<file path="config.mk">
export PLATFORM = sky130hd
export DESIGN_NAME = amdd_top
export DESIGN_NICKNAME = d
export VERILOG_FILES = /design/src/verilog/amdd_pkg.sv /design/src/verilog/amdd_bar.sv /design/src/verilog/amdd_top.sv
export SDC_FILE = /design/constraint.sdc
export NUM_CORES = 1
export LEC_CHECK = 0
export BUFFER_PORTS_ARGS = -buffer_cell sky130_fd_sc_hd__buf_2
export CAP_MARGIN = 20
export CORE_MARGIN = 10
export CORE_UTILIZATION = 40
export CTS_BUF_LIST = sky130_fd_sc_hd__clkbuf_8
export DETAILED_ROUTE_END_ITERATION = 6
export PLACE_DENSITY_LB_ADDON = 0.15
export RECOVER_POWER = 100
export SLEW_MARGIN = 10
export SYNTH_ARGS = -nofsm -noshare
export SYNTH_HDL_FRONTEND = slang
export SYNTH_SLANG_ARGS = --single-unit
</file>
<file path="constraint.sdc">
create_clock -name clk -period 11.1 [get_ports clk]
set_input_delay 2.22 -clock clk [delete_from_list [all_inputs] [get_ports clk]]
set_output_delay 2.22 -clock clk [all_outputs]
set_load 0.005 [all_outputs]
</file>
<file path="src/verilog/amdd_pkg.sv">
`default_nettype none
package amdd_pkg;
    // ****************************************
    // Clock and timing
    // ****************************************
    localparam int CLK_HZ = 20000000;  // System clock rate
    localparam int TICK_US = 1000;     // Timer tick period, microseconds
    // Clock cycles per timer tick, derived from rate and tick period
    localparam int TICK_CYC = (CLK_HZ / 1000000) * TICK_US;
    localparam logic [12:0] SHOW_MS = 13'd3000;  // Channel error display
    localparam logic [12:0] ADDR_MS = 13'd5000;  // Address switch display
    localparam logic [12:0] HOLD_MS = 13'd5000;  // Button hold for ack
    localparam logic [12:0] FLASH_MS = 13'd250;  // Half period of flashing

    // ****************************************
    // Input word window
    // ****************************************
    localparam int NCH = 8;               // Analog input channels
    localparam int WINDOW_SW = 7;         // Switch eight selects window
    localparam logic [3:0] WIN_LO = 4'h0; // Base offset, switch off
    localparam logic [3:0] WIN_HI = 4'h8; // Base offset, switch on

    // ****************************************
    // Error report fields
    // ****************************************
    localparam logic [3:0] ERR_CLASS_FOUR = 4'h4;  // Class of both reports
    localparam logic [7:0] ERRNO_OPEN = 8'h09;     // Open circuit
    localparam logic [7:0] ERRNO_OVF = 8'h0a;      // Overflow, ten decimal
    localparam logic [7:0] DEV_TYPE = 8'h3c;       // Value is arbitrary

    // ****************************************
    // Per-channel error display bits
    // ****************************************
    localparam int DIAG_UNIT = 0;
    localparam int DIAG_BUS = 1;
    localparam int DIAG_OPEN = 3;
    localparam int DIAG_OVF = 4;

    // ****************************************
    // Measuring range codes and bar scaling
    // ****************************************
    localparam logic [1:0] RNG_BIPOLAR = 2'h0;  // Voltage, +/- full span
    localparam logic [1:0] RNG_LIVEZ = 2'h1;    // 4 to 20 mA
    localparam logic [1:0] RNG_RTD = 2'h2;      // Resistance thermometer
    localparam logic [1:0] RNG_TC = 2'h3;       // Thermocouple
    // Offset added to the word, multiplier and right shift per range
    localparam logic signed [17:0] BAR_OFF_BIP = 18'sh08000;
    localparam logic signed [17:0] BAR_OFF_LZ = -18'sh0199a;
    localparam logic signed [17:0] BAR_OFF_RTD = 18'sh00400;
    localparam logic signed [17:0] BAR_OFF_TC = 18'sh00000;
    localparam logic [4:0] BAR_MUL_BIP = 5'h09;
    localparam logic [4:0] BAR_MUL_LZ = 5'h17;
    localparam logic [4:0] BAR_MUL_RTD = 5'h08;
    localparam logic [4:0] BAR_MUL_TC = 5'h09;
    localparam logic [4:0] BAR_SH_BIP = 5'h10;
    localparam logic [4:0] BAR_SH_LZ = 5'h10;
    localparam logic [4:0] BAR_SH_RTD = 5'h0d;
    localparam logic [4:0] BAR_SH_TC = 5'h0f;
    localparam logic [3:0] BAR_FULL = 4'h8;  // Number of bar LEDs

    // ****************************************
    // Test sequence states
    // ****************************************
    typedef enum logic [5:0] {
        ST_IDLE = 6'h01,
        ST_SEL = 6'h02,
        ST_SHOW = 6'h04,
        ST_NEXT = 6'h08,
        ST_LAMP = 6'h10,
        ST_ADDR = 6'h20
    } amdd_state_e;
endpackage
`default_nettype wire

</file>
<file path="src/verilog/amdd_bar.sv">
`timescale 1ns/1ps
`default_nettype none
module amdd_bar
    import amdd_pkg::*;
(
    // Selected analog word and its range
    input wire logic [15:0] value,
    input wire logic [1:0] rangeSel,
    // Thermometer code for eight LEDs
    output logic [7:0] bar
);
    // ****************************************
    // Scaling to a count of lit LEDs
    // ****************************************
    logic signed [17:0] offset;  // Range offset
    logic signed [17:0] shifted; // Word moved so that minimum is zero
    logic [16:0] span;           // Clipped at zero below minimum
    logic [4:0] mul;
    logic [4:0] sh;
    logic [21:0] prod;
    logic [21:0] level;
    logic [3:0] lit;

    // Constant multiply avoids a divider; rounding is coarse by design
    always_comb begin
        case (rangeSel)
            RNG_LIVEZ: begin
                offset = BAR_OFF_LZ;
                mul = BAR_MUL_LZ;
                sh = BAR_SH_LZ;
            end
            RNG_RTD: begin
                offset = BAR_OFF_RTD;
                mul = BAR_MUL_RTD;
                sh = BAR_SH_RTD;
            end
            RNG_TC: begin
                offset = BAR_OFF_TC;
                mul = BAR_MUL_TC;
                sh = BAR_SH_TC;
            end
            default: begin
                offset = BAR_OFF_BIP;
                mul = BAR_MUL_BIP;
                sh = BAR_SH_BIP;
            end
        endcase
        shifted = 18'(signed'({{2{value[15]}}, value})) + offset;
        // Below minimum shows no LED
        span = shifted[17] ? 17'h00000 : shifted[16:0];
        prod = 22'(span * mul);
        level = prod >> sh;
        // Above maximum shows every LED
        lit = (level > 22'(BAR_FULL)) ? BAR_FULL : level[3:0];
        bar = 8'((9'h001 << lit) - 9'h001);
    end
endmodule // amdd_bar
`default_nettype wire

</file>
<file path="src/verilog/amdd_top.sv">
`timescale 1ns/1ps
`default_nettype none
// Notes on behaviour
// - Switch eight moves words to offsets 8-15
// - Eight input words, one per channel
// - All LEDs lit during self-initialisation
// - Bus LED flashes when bus stopped
// - Any error lights error LED; open and overflow send message
// - Detect open wire, internal and bus faults
// - Store error type and channel until read
// - Open circuit reports class four, number 09
// - Overflow reports class four, number 10
// - First press selects channel 0, flashes LED
// - Release shows channel flags three seconds
// - LED 0 unit, 1 bus, 3 open, 4 overflow
// - Further presses advance to next channel
// - Press after last channel runs lamp test
// - Then show address switches five seconds
// - Clear errors only when gone and acknowledged
// - Ack by long hold, PC or program
// - Idle button shows selected value as bar
// - Bar scale follows configured range
module amdd_top
    import amdd_pkg::*;
#(
    parameter int TICK_CYCLES = TICK_CYC  // Cycles per millisecond tick
) (
    // Clock and reset
    input wire logic clk,
    input wire logic sys_rst,
    // Input word reads by the bus master
    input wire logic inputWordRd,
    input wire logic [3:0] inputWordAddr,
    output logic inputWordHit,
    output logic [15:0] inputWordData,
    // Converted channel values and configuration
    input wire logic [7:0][15:0] chanValue,
    input wire logic [7:0][1:0] chanRange,
    input wire logic [7:0] addrSwitch,
    // Fault sources
    input wire logic [7:0] openCircuitIn,
    input wire logic [7:0] overflowIn,
    input wire logic unitErrIn,
    input wire logic busErrIn,
    // Module status
    input wire logic initDone,
    input wire logic initFail,
    input wire logic busRunning,
    // Operator and acknowledge sources
    input wire logic testBtn,
    input wire logic pcAck,
    input wire logic plcAck,
    // Error message to the central unit
    output logic errMsgValid,
    input wire logic errMsgReady,
    output logic [3:0] errClass,
    output logic [7:0] errNumber,
    output logic [7:0] errDevType,
    output logic [7:0] errGroup,
    output logic [2:0] errChannel,
    output logic errActive,
    // Front panel LEDs
    output logic [7:0] led,
    output logic errLed,
    output logic busLed
);
    // ****************************************
    // Helpers
    // ****************************************
    // Lowest set bit of a channel vector
    function automatic logic [2:0] firstSet(input logic [7:0] v);
        logic [2:0] idx;
        idx = 3'h0;
        for (int i = NCH - 1; i >= 0; i--) begin
            if (v[i]) begin
                idx = 3'(i);
            end
        end
        return idx;
    endfunction

    // Open wire is meaningful only for temperature sensors
    function automatic logic isTemp(input logic [1:0] r);
        return (r == RNG_RTD) || (r == RNG_TC);
    endfunction

    // ****************************************
    // Millisecond tick and flash divider
    // ****************************************
    logic [15:0] divCnt_q, divCnt_d;
    logic tick;                        // One-cycle pulse per millisecond
    logic [12:0] flashCnt_q, flashCnt_d;
    logic flash_q, flash_d;            // Flashing phase

    assign tick = (divCnt_q == 16'(TICK_CYCLES - 1));

    // Next values of the dividers
    always_comb begin
        divCnt_d = tick ? 16'h0000 : divCnt_q + 16'h0001;
        flashCnt_d = flashCnt_q;
        flash_d = flash_q;
        if (tick) begin
            if (flashCnt_q == FLASH_MS - 13'h0001) begin
                flashCnt_d = 13'h0000;
                flash_d = ~flash_q;
            end else begin
                flashCnt_d = flashCnt_q + 13'h0001;
            end
        end
    end

    // Divider registers
    always_ff @(posedge clk or posedge sys_rst) begin
        if (sys_rst) begin
            divCnt_q <= 16'h0000;
            flashCnt_q <= 13'h0000;
            flash_q <= 1'b0;
        end else begin
            divCnt_q <= divCnt_d;
            flashCnt_q <= flashCnt_d;
            flash_q <= flash_d;
        end
    end

    // ****************************************
    // Input word window
    // ****************************************
    logic hit_q, hit_d;
    logic [15:0] rdData_q, rdData_d;
    logic [3:0] winBase;

    assign winBase = addrSwitch[WINDOW_SW] ? WIN_HI : WIN_LO;

    // Only offsets inside the selected window answer
    always_comb begin
        hit_d = 1'b0;
        rdData_d = rdData_q;
        if (inputWordRd && (inputWordAddr[3] == winBase[3])) begin
            hit_d = 1'b1;
            rdData_d = chanValue[inputWordAddr[2:0]];
        end
    end

    // Read data registers
    always_ff @(posedge clk or posedge sys_rst) begin
        if (sys_rst) begin
            hit_q <= 1'b0;
            rdData_q <= 16'h0000;
        end else begin
            hit_q <= hit_d;
            rdData_q <= rdData_d;
        end
    end

    assign inputWordHit = hit_q;
    assign inputWordData = rdData_q;

    // ****************************************
    // Test button and acknowledge
    // ****************************************
    logic btnPrev_q;
    logic [12:0] holdCnt_q, holdCnt_d;
    logic holdFired_q, holdFired_d;  // Long hold already acknowledged
    logic press, letGo, ackBtn, ack;

    assign press = testBtn & ~btnPrev_q;
    assign letGo = ~testBtn & btnPrev_q;
    assign ackBtn = tick & testBtn & ~holdFired_q &
        (holdCnt_q == HOLD_MS - 13'h0001);
    assign ack = ackBtn | pcAck | plcAck;

    // Hold time counted only while pressed
    always_comb begin
        holdCnt_d = holdCnt_q;
        holdFired_d = holdFired_q;
        if (!testBtn) begin
            holdCnt_d = 13'h0000;
            holdFired_d = 1'b0;
        end else if (tick && !holdFired_q) begin
            holdCnt_d = holdCnt_q + 13'h0001;
            if (ackBtn) begin
                holdFired_d = 1'b1;
            end
        end
    end

    // Button registers
    always_ff @(posedge clk or posedge sys_rst) begin
        if (sys_rst) begin
            btnPrev_q <= 1'b0;
            holdCnt_q <= 13'h0000;
            holdFired_q <= 1'b0;
        end else begin
            btnPrev_q <= testBtn;
            holdCnt_q <= holdCnt_d;
            holdFired_q <= holdFired_d;
        end
    end

    // ****************************************
    // Error storage
    // ****************************************
    logic [7:0] openCause, ovfCause;
    logic [7:0] openSt_q, openSt_d, ovfSt_q, ovfSt_d;
    logic unitSt_q, unitSt_d, busSt_q, busSt_d, failSt_q, failSt_d;

    // Qualify open wire per channel by its range
    for (genvar g = 0; g < NCH; g++) begin : gQual
        assign openCause[g] = openCircuitIn[g] & isTemp(chanRange[g]);
        assign ovfCause[g] = overflowIn[g];
    end

    // A live cause holds the flag; ack only clears a gone error
    always_comb begin
        openSt_d = openCause | (openSt_q & ~{NCH{ack}});
        ovfSt_d = ovfCause | (ovfSt_q & ~{NCH{ack}});
        unitSt_d = unitErrIn | (unitSt_q & ~ack);
        busSt_d = busErrIn | (busSt_q & ~ack);
        failSt_d = (initFail & ~initDone) | failSt_q;
    end

    // Sticky error registers
    always_ff @(posedge clk or posedge sys_rst) begin
        if (sys_rst) begin
            openSt_q <= 8'h00;
            ovfSt_q <= 8'h00;
            unitSt_q <= 1'b0;
            busSt_q <= 1'b0;
            failSt_q <= 1'b0;
        end else begin
            openSt_q <= openSt_d;
            ovfSt_q <= ovfSt_d;
            unitSt_q <= unitSt_d;
            busSt_q <= busSt_d;
            failSt_q <= failSt_d;
        end
    end

    assign errActive = (|openSt_q) | (|ovfSt_q) | unitSt_q | busSt_q;

    // ****************************************
    // Error messages to the central unit
    // ****************************************
    logic [7:0] pendOpen_q, pendOpen_d, pendOvf_q, pendOvf_d;
    logic msgValid_q, msgValid_d;
    logic [7:0] msgNum_q, msgNum_d;
    logic [2:0] msgChan_q, msgChan_d;

    // New detections queue until the master takes them
    always_comb begin
        pendOpen_d = pendOpen_q;
        pendOvf_d = pendOvf_q;
        msgValid_d = msgValid_q;
        msgNum_d = msgNum_q;
        msgChan_d = msgChan_q;
        if (msgValid_q && errMsgReady) begin
            msgValid_d = 1'b0;
        end else if (!msgValid_q && (|pendOpen_q)) begin
            msgValid_d = 1'b1;
            msgNum_d = ERRNO_OPEN;
            msgChan_d = firstSet(pendOpen_q);
            pendOpen_d[firstSet(pendOpen_q)] = 1'b0;
        end else if (!msgValid_q && (|pendOvf_q)) begin
            msgValid_d = 1'b1;
            msgNum_d = ERRNO_OVF;
            msgChan_d = firstSet(pendOvf_q);
            pendOvf_d[firstSet(pendOvf_q)] = 1'b0;
        end
        // A new error wins over the bit being taken
        pendOpen_d = pendOpen_d | (openCause & ~openSt_q);
        pendOvf_d = pendOvf_d | (ovfCause & ~ovfSt_q);
    end

    // Message registers
    always_ff @(posedge clk or posedge sys_rst) begin
        if (sys_rst) begin
            pendOpen_q <= 8'h00;
            pendOvf_q <= 8'h00;
            msgValid_q <= 1'b0;
            msgNum_q <= 8'h00;
            msgChan_q <= 3'h0;
        end else begin
            pendOpen_q <= pendOpen_d;
            pendOvf_q <= pendOvf_d;
            msgValid_q <= msgValid_d;
            msgNum_q <= msgNum_d;
            msgChan_q <= msgChan_d;
        end
    end

    assign errMsgValid = msgValid_q;
    assign errClass = ERR_CLASS_FOUR;
    assign errNumber = msgNum_q;
    assign errDevType = DEV_TYPE;
    assign errGroup = {1'b0, addrSwitch[6:0]};
    assign errChannel = msgChan_q;

    // ****************************************
    // Test sequence
    // ****************************************
    amdd_state_e state_q, state_d;
    logic [2:0] sel_q, sel_d;      // Channel under diagnosis
    logic [12:0] tmr_q, tmr_d;     // Display period in ticks

    // Press, release and display timeouts move the sequence
    always_comb begin
        state_d = state_q;
        sel_d = sel_q;
        tmr_d = tick ? tmr_q + 13'h0001 : tmr_q;
        case (state_q)
            ST_IDLE: begin
                if (press) begin
                    sel_d = 3'h0;
                    state_d = ST_SEL;
                end
            end
            ST_SEL: begin
                if (letGo) begin
                    tmr_d = 13'h0000;
                    // A long hold was an acknowledge only
                    state_d = holdFired_q ? ST_IDLE : ST_SHOW;
                end
            end
            ST_SHOW, ST_NEXT: begin
                if (press) begin
                    if (sel_q == 3'(NCH - 1)) begin
                        state_d = ST_LAMP;
                    end else begin
                        sel_d = sel_q + 3'h1;
                        state_d = ST_SEL;
                    end
                end else if (state_q == ST_SHOW && tick &&
                    tmr_q == SHOW_MS - 13'h0001) begin
                    state_d = ST_NEXT;
                end
            end
            ST_LAMP: begin
                if (letGo) begin
                    tmr_d = 13'h0000;
                    state_d = holdFired_q ? ST_IDLE : ST_ADDR;
                end
            end
            ST_ADDR: begin
                if (tick && tmr_q == ADDR_MS - 13'h0001) begin
                    sel_d = 3'h0;
                    state_d = ST_IDLE;
                end
            end
            default: begin
                state_d = ST_IDLE;
            end
        endcase
    end

    // Sequence registers
    always_ff @(posedge clk or posedge sys_rst) begin
        if (sys_rst) begin
            state_q <= ST_IDLE;
            sel_q <= 3'h0;
            tmr_q <= 13'h0000;
        end else begin
            state_q <= state_d;
            sel_q <= sel_d;
            tmr_q <= tmr_d;
        end
    end

    // ****************************************
    // LED drive
    // ****************************************
    logic [7:0] bar;
    logic [7:0] led_q, led_d;
    logic errLed_q, errLed_d, busLed_q, busLed_d;

    // Bar of the channel currently selected
    amdd_bar uBar (
        .value(chanValue[sel_q]),
        .rangeSel(chanRange[sel_q]),
        .bar(bar)
    );

    // Init and lamp test override every other display
    always_comb begin
        led_d = bar;
        errLed_d = failSt_q | errActive;
        busLed_d = busRunning ? 1'b1 : flash_q;
        if (!initDone) begin
            led_d = 8'hff;
            errLed_d = 1'b1;
            busLed_d = 1'b1;
        end else begin
            case (state_q)
                ST_SEL: begin
                    led_d = flash_q ? 8'(8'h01 << sel_q) : 8'h00;
                end
                ST_SHOW: begin
                    led_d = 8'h00;
                    led_d[DIAG_UNIT] = unitSt_q;
                    led_d[DIAG_BUS] = busSt_q;
                    led_d[DIAG_OPEN] = openSt_q[sel_q];
                    led_d[DIAG_OVF] = ovfSt_q[sel_q];
                end
                ST_LAMP: begin
                    led_d = 8'hff;
                    errLed_d = 1'b1;
                    busLed_d = 1'b1;
                end
                ST_ADDR: begin
                    led_d = addrSwitch;
                end
                default: begin
                    led_d = bar;
                end
            endcase
        end
    end

    // LED registers
    always_ff @(posedge clk or posedge sys_rst) begin
        if (sys_rst) begin
            led_q <= 8'hff;
            errLed_q <= 1'b1;
            busLed_q <= 1'b1;
        end else begin
            led_q <= led_d;
            errLed_q <= errLed_d;
            busLed_q <= busLed_d;
        end
    end

    assign led = led_q;
    assign errLed = errLed_q;
    assign busLed = busLed_q;
endmodule // amdd_top
`default_nettype wire

</file>
### Yosys cells after proc, flatten, opt, wreduce, memory -nomap -nowiden

Index checks and enable logic that the tools add are counted.

* flip-flop bits (word level): 141
* input bits: 184
* logic and storage cells: 250
* output and inout port bits: 60

* eq/ne operators: 41
* $add $sub $neg: 7
* bitwise operators: 47
* order comparisons: 7
* $mul: 1
* shift-type cells: 3
* reductions and logical operators: 34
* mux-type cells: 86

Operators by type and width (number)
* $bmux W16 S3: 2
* $mux W3: 27
* $mux W13: 6
* $mux W8: 9
* $pmux W18 S3: 1
* $and A8 B8 Y8: 6
* $mux W16: 3
* $mux W6: 7
* $not A8 Y8: 5
* $add A13 B1 Y13 const B: 3
* $eq A2 B2 Y1 const B: 18
* $or A8 B8 Y8: 4
* $pmux W8 S4: 1
* $reduce_or A8 Y1: 4
* $pmux W6 S5: 1
* $eq A13 B13 Y1 const B: 2
* $gt A22 B4 Y1 const B: 1
* $mul A17 B5 Y22: 1
* $shr A22 B5 Y22: 1
* $pmux W5 S2: 2
* $add A16 B18 Y18: 1
* $mux W17: 1
* $add A16 B1 Y16 const B: 1
* $and A1 B1 Y1: 16
* other kinds (39): 103

### Depth between registers and ports, before layout

Gate-level depths: netlist (run 1).

* depth in word-level cells: 21
* mapped depth: 41
* mapped depth without buffers: 35

### Modules after synthesis

A second synthesis (run 1) with hierarchy kept.

* cell total of the unflattened synthesis: 1325
* area, all modules: 12464.5 µm²

Modules (own cells, without submodules)
* amdd_top: area an instance 8730.9 µm², times used 1, cells each 832
* amdd_bar: area an instance 3733.6 µm², times used 1, cells each 493

### Worst setup path before layout (run 1)

Ideal clock, no wire load.

* path type: input -> register
* from: input port chanRange[7] (netlist name)
* to: register led_q[6], in the netlist led[6]
* setup time: 81 ps
* slack: 241 ps
* data required time: 11019 ps
* arrival: 10778 ps
* cell stages on the path: 34
* path buffers: 2
* cell sequence: mux4_2 -> nand2_1 -> and2_1 -> ha_1 -> clkbuf_1 -> nand2_1 -> fa_1 -> and4b_1 -> a31oi_1 -> o311ai_2 -> a21boi_1 -> a31o_2 -> or2_2 -> buf_6 -> nor2_1 -> inv_1 -> fa_1 -> fa_1 -> fa_1 -> inv_1 -> ha_1 -> o211ai_1 -> o211a_1 -> o21ai_0 -> a2111o_1 -> a21o_1 -> a311o_1 -> a2bb2oi_1 -> and4bb_2 -> inv_1 -> ha_1 -> or4b_2 -> o22a_2 -> o211ai_1

* word-level cells in the longest chain between the ends: 14
* elaborated cells between the ends (all ways): 18

RTL lines
* from (decl): RTL line amdd_top.sv:38 `input wire logic [7:0][1:0] chanRange,`
* $bmux W2 S3 *: RTL line amdd_top.sv:378 `.rangeSel(chanRange[sel_q]),`
* $mux W2 (not written as such) *: RTL line amdd_top.sv:378
* $eq A2 B2 Y1 / $eq A2 B1 Y1 (equally long branches): RTL line amdd_bar.sv:26 `case (rangeSel)`
* $pmux W18 S3: RTL line amdd_bar.sv:26
* $add A16 B18 Y18: RTL line amdd_bar.sv:48 `shifted = 18'(signed'({{2{value[15]}}, value})) + offset;`
* $mux W17: RTL line amdd_bar.sv:50 `span = shifted[17] ? 17'h00000 : shifted[16:0];`
* $mul A17 B5 Y22: RTL line amdd_bar.sv:51 `prod = 22'(span * mul);`
* $shr A22 B5 Y22 *: RTL line amdd_bar.sv:52 `level = prod >> sh;`
* $gt A22 B4 Y1: RTL line amdd_bar.sv:54 `lit = (level > 22'(BAR_FULL)) ? BAR_FULL : level[3:0];`
* $mux W4 *: RTL line amdd_bar.sv:54
* $shl A1 B4 Y8 *: RTL line amdd_bar.sv:55 `bar = 8'((9'h001 << lit) - 9'h001);`
* $sub A8 B1 Y8 *: RTL line amdd_bar.sv:55
* $pmux W8 S4 *: RTL line amdd_top.sv:392 `case (state_q)`
* $mux W8 *: RTL line amdd_top.sv:387 `if (!initDone) begin`
* net led_d[6]: RTL line amdd_top.sv:372 `logic [7:0] led_q, led_d;`
* to (signal assigned): RTL line amdd_top.sv:425 `led_q <= led_d;`
* to (decl): RTL line amdd_top.sv:372

Mark *: on every way through the listed nets, which the timed path passes. The rest lies on a longest branch. The select of a mux whose other input is x is not followed.
A chain may end at the register's enable or synchronous reset.

### Worst setup path after layout (run 1)

* from: input port chanRange[5] (netlist name)
* to: register led_q[6], in the netlist led[6]

Same word-level chain as after synthesis.

==> results.py, run 1 <==
metrics = {
    "sta": {
        "period_share_pct": 95.8,
        "tns_ns": 0,
        "fmaxAchievable_mhz": 94.0,
        "slew_headroom_pct": -153,
        "timing.hold.ws_ns": 0.462,
        "hold_viol_final": 0,
        "finalSetupViolCount": 0,
        "clock_skew_ns": 0.0141,
        "worst_slew_pin_slew_ns": 3.80,
        "finalMaxSlewViolations": 161,
        "rsz0062_at_grt": "false",
        "fin_crit_ns": 10.64,
    },
    "yosys": {
        "syn_area_um2": 12100,
        "ys_ff_latch": 136,
        "synth_top_area_share_pct": 25.8,
        "synth_edf_count": 0,
        "netlist.top_cell.by_area": "dfrtp_1",
        "async_flop_share_pct": 100,
        "ys.flop_type": "dfrtp_1",
        "syn_inst": 1288,
        "ys_seq_area_share_pct": 28.2,
        "ys_top_cells_by_area": "dfrtp_1 26%, mux4_2 13%, ha_1 6.6%, fa_1 5.3%, nand2_1 5.2%",
        "ys_warn_count": 0,
        "syn_avg_cell_area_um2": 9.41,
        "ys_types": 89,
    },
    "setup_path": {
        "arrival_ns": 11.02,
        "cp_common_cell": "fa_1",
        "cp.required_ns": 11.49,
        "reg2reg_slack_ns": 1.51,
        "cp-start-kind": "input pin",
        "endpoint_kind": "register",
        "worst-setup-path-type": "in2reg",
        "cp_max_fo": 9,
        "critical_path.slowest_cell": "or4b_2",
        "cpPeakStageDelay_ns": 0.71,
    },
    "placed_design": {
        "gp_routability_congestion": 0.933,
        "port_buffers": 225,
        "dp_hpwl_mm": 28.8,
        "placedCellCount": 1879,
    },
    "clocking": {
        "insertion_delay_ns": 0.47,
        "cts_setup_buffers": 0,
        "clk_pin_slew_worst_paths_ns": 0.08,
        "cts_num_sinks": 136,
        "cts_tree": "done",
        "htree_levels": 4,
        "cts_buffer_depth": 2,
        "cts_root_buf": "clkbuf_8",
        "numCtsBuffers": 17,
        "cts_resized": 0,
        "cts_hold_buf": 0,
    },
    "pwr": {
        "irDropWorstVdd_v": 0.000117,
        "power_leakage_nw": 6.38,
        "power_density_nw_per_um2": 202,
    },
    "finish": {
        "final_common_cell": "buf_2",
        "finalNetCount": 1789,
        "final_cells": 1913,
        "final_util_pct": 46.9,
        "synthToLayoutAreaGrowth_pct": 15.3,
        "most-common-layout-cells": "181 x buf_2, 168 x nand2_1, 123 x dfrtp_1",
        "layout-drive-gt1-share_pct": 23.1,
    },
    "die": {
        "dieHeight_um": 194,
        "fp.dieArea_um2": 37700,
        "start_util_pct": 40.7,
        "core_area_um2": 29800,
        "io_pins": 244,
        "rows": 63,
        "die_x_um": 194,
    },
    "route": {
        "routed_wirelength_mm": 35.9,
        "num_vias": 10500,
        "ant_nets": 0,
        "remaining_drc_errors": 0,
        "routed_via_density": 5.49,
        "drtPass1Iterations": 5,
        "drt-initial-drc-count": 652,
        "wire_per_inst_um": 18.8,
    },
    "global_route": {
        "grtUsageTotal_pct": 18.7,
        "grt_pass1_wl_mm": 57.7,
        "grt-ovfl-total": 0,
        "grt_pass1_vias": 10500,
        "antenna_found_initial": 2,
        "grt_max_degree": 73,
    },
    "worst_hold_path": {
        "hold_class": "reg2reg",
    },
    "run_status": {
        "violations": "capacitance limit, slew limit",
        "status": "finished, violations left",
    },
    "flow_run": {
        "drv_cap": 3,
    },
}
[through the flow]
stage | power (mW) | cell area [µm²] | worst slack (ns)
CTS | 2.86 | 14000 | 0.513
floorplan | 1.92 | 12200 | 0.241
global route | 3.09 | 14000 | 0.0697
global placement | 2.38 | 13600 | 0.184
detailed placement | 2.38 | 13600 | 0.0258
finish | 2.83 | 14000 | 0.464
[synthesized netlist by cell type, types with 4 or more instances]
| cell type | count |
|---|---|
| clkbuf_1 | 21 |
| xnor2_1 | 41 |
| nor3b_1 | 6 |
| nor3_1 | 11 |
| nand2_1 | 168 |
| dfstp_2 | 11 |
| mux2i_1 | 34 |
| fa_1 | 32 |
| or2_2 | 11 |
| o21a_1 | 5 |
| nor2_1 | 113 |
| a211oi_1 | 4 |
| o31ai_1 | 7 |
| xor2_1 | 35 |
| o21ai_0 | 85 |
| or3_1 | 24 |
| mux4_2 | 68 |
| nand2b_1 | 16 |
| and3_1 | 16 |
| nand3_1 | 34 |
| a21boi_0 | 5 |
| a21o_1 | 16 |
| nand4_1 | 16 |
| buf_4 | 30 |
| and4_1 | 5 |
| and2_1 | 21 |
| a21oi_1 | 40 |
| o22ai_1 | 4 |
| a221o_1 | 4 |
| maj3_1 | 4 |
| buf_1 | 9 |
| inv_1 | 85 |
| dfrtp_1 | 125 |
| ha_1 | 64 |
| nor2b_1 | 8 |
| nor4_1 | 10 |
| o211ai_1 | 9 |
| a31oi_1 | 5 |
| nor4b_1 | 4 |
[kinds of logic (layout without fill, tap and decap cells)]
| kind of cell | count (synthesis) | in the layout | synth area share, % |
|---|---|---|---|
| and+or+nand+nor | 486 | 486 | 19.6 |
| AOI/OAI and AO/OA | 231 | 231 | 12.8 |
| buffers and inverters | 152 | 370 | 5.79 |
| DFF | 136 | 136 | 28.2 |
| muxes | 104 | 104 | 15.6 |
| adders and majority gates | 100 | 100 | 12.2 |
| xor gates and xnor gates | 77 | 77 | 5.63 |
| other | 2 | 19 | 0.0620 |
[flip-flops by register name, summed over array words and instances (netlist names)]
name / cells
btnPrev_q: 1
busLed: 1
busSt_q: 1
divCnt_q: 16
errChannel: 3
errLed: 1
errMsgValid: 1
errNumber: 3
failSt_q: 1
flashCnt_q: 13
flash_q: 1
holdCnt_q: 13
holdFired_q: 1
inputWordData: 16
inputWordHit: 1
led: 8
openSt_q: 8
ovfSt_q: 8
pendOpen_q: 8
pendOvf_q: 8
sel_q: 3
state_q: 6
tmr_q: 13
unitSt_q: 1
[per-layer routing]
metal  vias to the layer above  share of wire, %  global-route usage, %
met5                         -             0.036                      0
met2                       310                48                   29.9
met1                      5120                44                   24.6
li1                       5015                 -                      -
met3                        58               5.5                   3.39
met4                         2               3.0                   7.07
[critical path, delay by kind of cell]
family	cells	cell delay [ns]
buffers and inverters	5	0.41
adders and majority gates	7	2.76
muxes	1	0.46
and+or+nand+nor	7	2.00
AOI/OAI and AO/OA	13	3.17
[worst paths after layout]
kind	start	end	cells past startpoint
worst min-delay path	failSt_q$_DFF_PP0_	failSt_q$_DFF_PP0_	1
max in group asynchronous	sys_rst	divCnt_q[14]$_DFF_PP0_	3
worst max-delay path	chanRange[5]	led[6]$_DFF_PP1_	33
worst min register to register	failSt_q$_DFF_PP0_	failSt_q$_DFF_PP0_	1
worst max register to register	sel_q[0]$_DFFE_PP0P_	led[6]$_DFF_PP1_	31
min in group asynchronous	sys_rst	busSt_q$_DFF_PP0_	2
[power breakdown]
group          switching [mW]  internal [mW]
logic                    1.02          0.723
clock network           0.218          0.236
registers              0.0571          0.569
[area by class of cell]
class / instances / area, µm²
fillers: 2960 / 15800
multi-input cells: 1016 / 8060
flip-flops and latches: 136 / 3420
repair buffers: 251 / 1250
well taps: 390 / 488
inverters: 87 / 328
clock buffers: 19 / 262
clock inverters: 13 / 166
diodes: 1 / 2.50
(Power assumes the default switching activity.)
==> run 2: changes to the inputs <==
--- a/config.mk
+++ b/config.mk
@@ -13,7 +13,9 @@
 export DETAILED_ROUTE_END_ITERATION = 6
 export PLACE_DENSITY_LB_ADDON = 0.15
 export RECOVER_POWER = 100
+export SKIP_LAST_GASP = 1
 export SLEW_MARGIN = 10
 export SYNTH_ARGS = -nofsm -noshare
 export SYNTH_HDL_FRONTEND = slang
+export SYNTH_HIERARCHICAL = 1
 export SYNTH_SLANG_ARGS = --single-unit
==> run 2 against run 1 <==
The flow still finishes with violations (capacitance limit, slew limit). Non-clock buffer count is 11 lower. Total power up 40%. Sequential cell count did not move. Clock power is 0.9% lower. Via count rose by 2.3%. Critical path type unchanged. Largest power group unchanged. Highest routed layer is now met4.
==> results.py, run 2 <==
metrics = {
    "pwr": {
        "irDropWorstVdd_v": 0.000231,
        "p_total_mw": 3.95,
        "power_density_nw_per_um2": 279,
        "power_leakage_nw": 6.32,
    },
    "sta": {
        "fmaxAchievable_mhz": 97.7,
        "clock_skew_ns": 0.0101,
        "hold_viol_final": 0,
        "slew_headroom_pct": -125,
        "finalSetupViolCount": 0,
        "tns_ns": 0,
        "timing.hold.ws_ns": 0.452,
        "worst_slew_pin_slew_ns": 3.38,
        "period_share_pct": 92.2,
        "fin_crit_ns": 10.23,
        "finalMaxSlewViolations": 157,
        "rsz0062_at_grt": "false",
    },
    "finish": {
        "most-common-layout-cells": "185 x nand2_1, 176 x buf_2, 123 x dfrtp_1",
        "layout-drive-gt1-share_pct": 22.8,
        "ff_latch_area_um2": 3420,
        "multiInputGateArea_um2": 8270,
        "finalNetCount": 1786,
        "nFillCells": 3036,
        "final_util_pct": 46.1,
        "synthToLayoutAreaGrowth_pct": 13.5,
        "final_cells": 1927,
        "final_common_cell": "nand2_1",
    },
    "placed_design": {
        "dp_hpwl_mm": 29.9,
        "gp_routability_congestion": 0.874,
        "placedCellCount": 1887,
        "port_buffers": 225,
    },
    "yosys": {
        "ys_top_cells_by_area": "dfrtp_1 25%, mux4_2 13%, ha_1 5.9%, nand2_1 5.6%, fa_1 4.8%",
        "async_flop_share_pct": 100,
        "synth_common_cells": "185 x nand2_1, 125 x dfrtp_1, 91 x inv_1",
        "netlist.top_cell.by_area": "dfrtp_1",
        "ys.flop_type": "dfrtp_1",
        "syn_inst": 1325,
        "synth_top_area_share_pct": 25.1,
        "syn_area_um2": 12500,
        "syn_avg_cell_area_um2": 9.41,
        "ys_seq_area_share_pct": 27.4,
        "ys_warn_count": 6,
        "ys_types": 100,
        "synth_edf_count": 0,
        "ys_ff_latch": 136,
        "synth.most_common_cell": "nand2_1",
    },
    "clocking": {
        "htree_levels": 4,
        "cts_setup_buffers": 0,
        "cts_num_sinks": 136,
        "cts_resized": 0,
        "clk_pin_slew_worst_paths_ns": 0.09,
        "cts_tree": "done",
        "cts_buffer_depth": 2,
        "numCtsBuffers": 17,
        "insertion_delay_ns": 0.47,
        "cts_root_buf": "clkbuf_8",
        "cts_hold_buf": 0,
    },
    "setup_path": {
        "worst-setup-path-type": "in2reg",
        "cp_common_cell": "ha_1",
        "critical_path.slowest_cell": "fa_1",
        "cp-start-kind": "input pin",
        "cp.required_ns": 11.50,
        "cpPeakStageDelay_ns": 0.55,
        "cp_max_fo": 18,
        "arrival_ns": 10.63,
        "endpoint_kind": "register",
    },
    "die": {
        "io_pins": 244,
        "dieHeight_um": 197,
        "fp.dieArea_um2": 38600,
        "start_util_pct": 40.6,
        "rows": 64,
        "die_x_um": 197,
        "core_area_um2": 30700,
    },
    "route": {
        "num_vias": 10700,
        "drtPass1Iterations": 5,
        "remaining_drc_errors": 0,
        "wire_per_inst_um": 19.6,
        "routed_wirelength_mm": 37.7,
        "drt-initial-drc-count": 676,
        "ant_nets": 0,
        "routed_via_density": 5.58,
    },
    "worst_hold_path": {
        "hold_class": "reg2reg",
    },
    "run_status": {
        "status": "finished, violations left",
        "violations": "capacitance limit, slew limit",
    },
    "global_route": {
        "grt_max_degree": 79,
        "grt-ovfl-total": 0,
        "antenna_found_initial": 4,
        "grt_pass1_vias": 10600,
        "grt_pass1_wl_mm": 59.5,
        "grtUsageTotal_pct": 19.0,
    },
    "flow_run": {
        "drv_cap": 3,
    },
}
==> run 2: cell types whose count changed after synthesis, sizes merged, moves of 8 or more <==
cell	previous run	this run
clkbuf	21	36
nor3	11	26
nor2	116	87
o21ai	86	78
mux2i	34	21
nand2b	16	8
nand2	168	185
or2	11	3
a22o	0	9
xnor2	41	53
==> run 2: where the power goes <==
part / switching [mW] / internal (mW)
registers: 0.0895 / 0.590
clock network: 0.216 / 0.233
logic: 1.64 / 1.18
==> run 2: path summary, 6_finish.rpt <==
kind | from | endpoint | slack [ns] | cells after the start
max in group asynchronous | sys_rst | divCnt_q[3]$_DFF_PP0_ | 3.80 | 4
worst max-delay path | chanRange[7] | led[4]$_DFF_PP1_ | 0.87 | 37
worst min-delay path | failSt_q$_DFF_PP0_ | failSt_q$_DFF_PP0_ | 0.45 | 1
worst min register to register | failSt_q$_DFF_PP0_ | failSt_q$_DFF_PP0_ | 0.45 | 1
min in group asynchronous | sys_rst | ovfSt_q[3]$_DFF_PP0_ | 2.55 | 2
worst max register to register | sel_q[0]$_DFFE_PP0P_ | led[4]$_DFF_PP1_ | 1.68 | 37
==> run 2: logic make-up (layout without fill, tap and decap cells) <==
logic type | after synthesis | in the layout | share of synthesized area (%)
adder cells (fa/ha/maj) | 90 | 90 | 10.8
AO/OA/AOI/OAI | 236 | 236 | 13.2
flip-flops | 136 | 136 | 27.4
other | 2 | 23 | 0.0603
XOR/XNOR | 92 | 92 | 6.71
multiplexers | 98 | 98 | 15.2
AND/OR/NAND/NOR | 492 | 492 | 20.1
buffers and inverters | 179 | 364 | 6.50
==> run 2: critical path: cells and delay by family <==
kind | cells | cell delay (ns)
AND/OR/NAND/NOR | 13 | 2.71
AO/OA/AOI/OAI | 11 | 1.92
buffers and inverters | 5 | 0.51
adder cells (fa/ha/maj) | 7 | 2.77
multiplexers | 1 | 0.50
==> run 2: per-layer routing <==
metal,up-vias,track usage (%),share of wire [%]
li1,5091,-,-
met1,5369,25.9,45
met2,246,30.1,49
met3,41,3.41,3.8
met4,0,6.05,2.3
met5,-,0,0
==> run 2: layout make-up <==
type / instances / area share, %
Timing Repair Buffer: 240 / 8.39
Clock inverter: 13 / 1.10
Antenna cell: 5 / 0.0884
Inverter: 92 / 2.45
Sequential cell: 136 / 24.2
Multi-Input combinational cell: 1026 / 58.4
Clock buffer: 19 / 1.85
Tap cell: 396 / 3.50
==> run 2: metrics by stage <==
stage	area [µm²]	setup slack, ns
floorplan	12500	0.740
global placement	13800	0.782
detailed placement	13800	0.516
CTS	14200	1.03
global route	14100	0.156
finish	14100	0.866
==> run 3: changes to the inputs <==
--- a/config.mk
+++ b/config.mk
@@ -5,7 +5,7 @@
 export SDC_FILE = /design/constraint.sdc
 export NUM_CORES = 1
 export LEC_CHECK = 0
-export BUFFER_PORTS_ARGS = -buffer_cell sky130_fd_sc_hd__buf_2
+export BUFFER_PORTS_ARGS = -buffer_cell sky130_fd_sc_hd__buf_4
 export CAP_MARGIN = 20
 export CORE_MARGIN = 10
 export CORE_UTILIZATION = 40
==> run 3 against run 2 <==
The flow still finishes with violations (capacitance limit, slew limit). Sequential cell count stayed put. Clock skew is 0.011 ns higher. Fmax is 0.69% lower. Final area is 2.9% higher. Clock power is 3% lower. Highest routed layer unchanged.
==> results.py, run 3 (synthesis results as in run 2) <==
metrics = {
    "clocking": {
        "cts_setup_buffers": 0,
        "cts_hold_buf": 0,
        "insertion_delay_ns": 0.47,
        "cts_root_buf": "clkbuf_8",
        "numCtsBuffers": 17,
        "cts_resized": 0,
        "htree_levels": 4,
        "cts_tree": "done",
        "clk_pin_slew_worst_paths_ns": 0.08,
        "cts_buffer_depth": 2,
        "cts_num_sinks": 136,
    },
    "global_route": {
        "grt_pass1_vias": 10700,
        "grt-ovfl-total": 0,
        "grt_max_degree": 71,
        "grt_pass1_wl_mm": 60.1,
        "grtUsageTotal_pct": 19.3,
        "antenna_found_initial": 0,
    },
    "setup_path": {
        "cp-start-kind": "input pin",
        "cp_top_family": "adder cells",
        "cp.required_ns": 11.48,
        "cpPeakStageDelay_ns": 0.54,
        "endpoint_kind": "register",
        "cp_num_buf_inv": 5,
        "cp_max_fo": 18,
        "critical_path.slowest_cell": "fa_1",
        "worst-setup-path-type": "in2reg",
        "arrival_ns": 10.69,
    },
    "die": {
        "io_pins": 244,
        "core_area_um2": 30700,
        "start_util_pct": 40.6,
        "die_x_um": 197,
        "fp.dieArea_um2": 38600,
        "dieHeight_um": 197,
        "rows": 64,
    },
    "pwr": {
        "p_sw_mw": 1.93,
        "p_int_mw": 2.01,
        "p_seq_share_pct": 17.5,
        "power_leakage_nw": 6.45,
        "p_total_mw": 3.93,
        "comb_power_share_pct": 71.3,
        "clockPowerShare_pct": 11.1,
        "irDropWorstVdd_v": 0.000195,
        "power_density_nw_per_um2": 270,
        "sw_frac_of_total_pct": 48.9,
    },
    "route": {
        "remaining_drc_errors": 0,
        "num_vias": 10600,
        "drt-initial-drc-count": 779,
        "routed_wirelength_mm": 38.0,
        "ant_nets": 0,
        "drtPass1Iterations": 6,
        "routed_via_density": 5.52,
        "wire_per_inst_um": 19.8,
    },
    "placed_design": {
        "dp_hpwl_mm": 30.4,
        "port_buffers": 225,
        "gp_routability_congestion": 0.868,
        "placedCellCount": 1887,
    },
    "flow_run": {
        "drv_cap": 3,
    },
    "finish": {
        "finalNetCount": 1784,
        "most-common-layout-cells": "185 x nand2_1, 180 x buf_4, 123 x dfrtp_1",
        "nFillCells": 2960,
        "final_common_cell": "nand2_1",
        "synthToLayoutAreaGrowth_pct": 16.8,
        "diodes": 0,
        "layout-drive-gt1-share_pct": 23.4,
        "final_cells": 1920,
    },
    "sta": {
        "finalSetupViolCount": 0,
        "period_share_pct": 92.8,
        "fmaxAchievable_mhz": 97.0,
        "worst_slew_pin_slew_ns": 3.51,
        "clock_skew_ns": 0.0212,
        "timing.hold.ws_ns": 0.456,
        "fin_crit_ns": 10.30,
        "rsz0062_at_grt": "false",
        "finalMaxSlewViolations": 172,
        "tns_ns": 0,
        "slew_headroom_pct": -134,
        "hold_viol_final": 0,
    },
    "run_status": {
        "violations": "capacitance limit, slew limit",
        "status": "finished, violations left",
    },
    "worst_hold_path": {
        "hold_class": "reg2reg",
    },
}
[run 3: area by class of cell]
class,count,area (µm²),share of cell area [%]
multi-input cells,1026,8270,56.8
clock inverters,15,178,1.22
repair buffers,238,1610,11.1
flip-flops and latches,136,3420,23.5
clock buffers,17,234,1.61
well taps,396,495,3.40
inverters,92,347,2.38
[run 3: metrics by stage]
step                utilization (%)  setup slack (ns)  area (µm²)
detailed placement             46.8             0.474       14300
finish                         47.5             0.795       14600
floorplan                         -             0.740       12500
global route                   47.5             0.155       14600
CTS                            48.1             0.985       14800
global placement               46.8             0.779       14300
[run 3: final timing paths]
check                                startpoint                endpoint  slack (ns)  cells past startpoint
setup / recovery                   chanRange[3]        led[4]$_DFF_PP1_        0.80                     36
hold / removal               failSt_q$_DFF_PP0_      failSt_q$_DFF_PP0_        0.46                      1
setup reg to reg           sel_q[0]$_DFFE_PP0P_        led[4]$_DFF_PP1_        1.50                     35
hold reg to reg              failSt_q$_DFF_PP0_      failSt_q$_DFF_PP0_        0.46                      1
max in group asynchronous               sys_rst  divCnt_q[10]$_DFF_PP0_        4.10                      3
min in group asynchronous               sys_rst       busSt_q$_DFF_PP0_        2.69                      2
[run 3: power groups by stage]
stage	sequential [mW]	combinational, mW	clock [mW]
6_report	0.690	2.81	0.438
5_1_grt	0.704	3.18	0.473
4_1_cts	0.692	2.85	0.449
3_5_place_dp	0.700	2.84	0
3_3_place_gp	0.699	2.81	0
2_1_floorplan	0.647	2.25	0
[run 3: routing by layer]
metal	vias to the layer above	wire (µm)	GRT usage [%]
li1	5083	-	-
met1	5259	17200	26.7
met2	214	18500	30.2
met3	42	1490	3.19
met4	0	819	6.14
met5	-	0	0
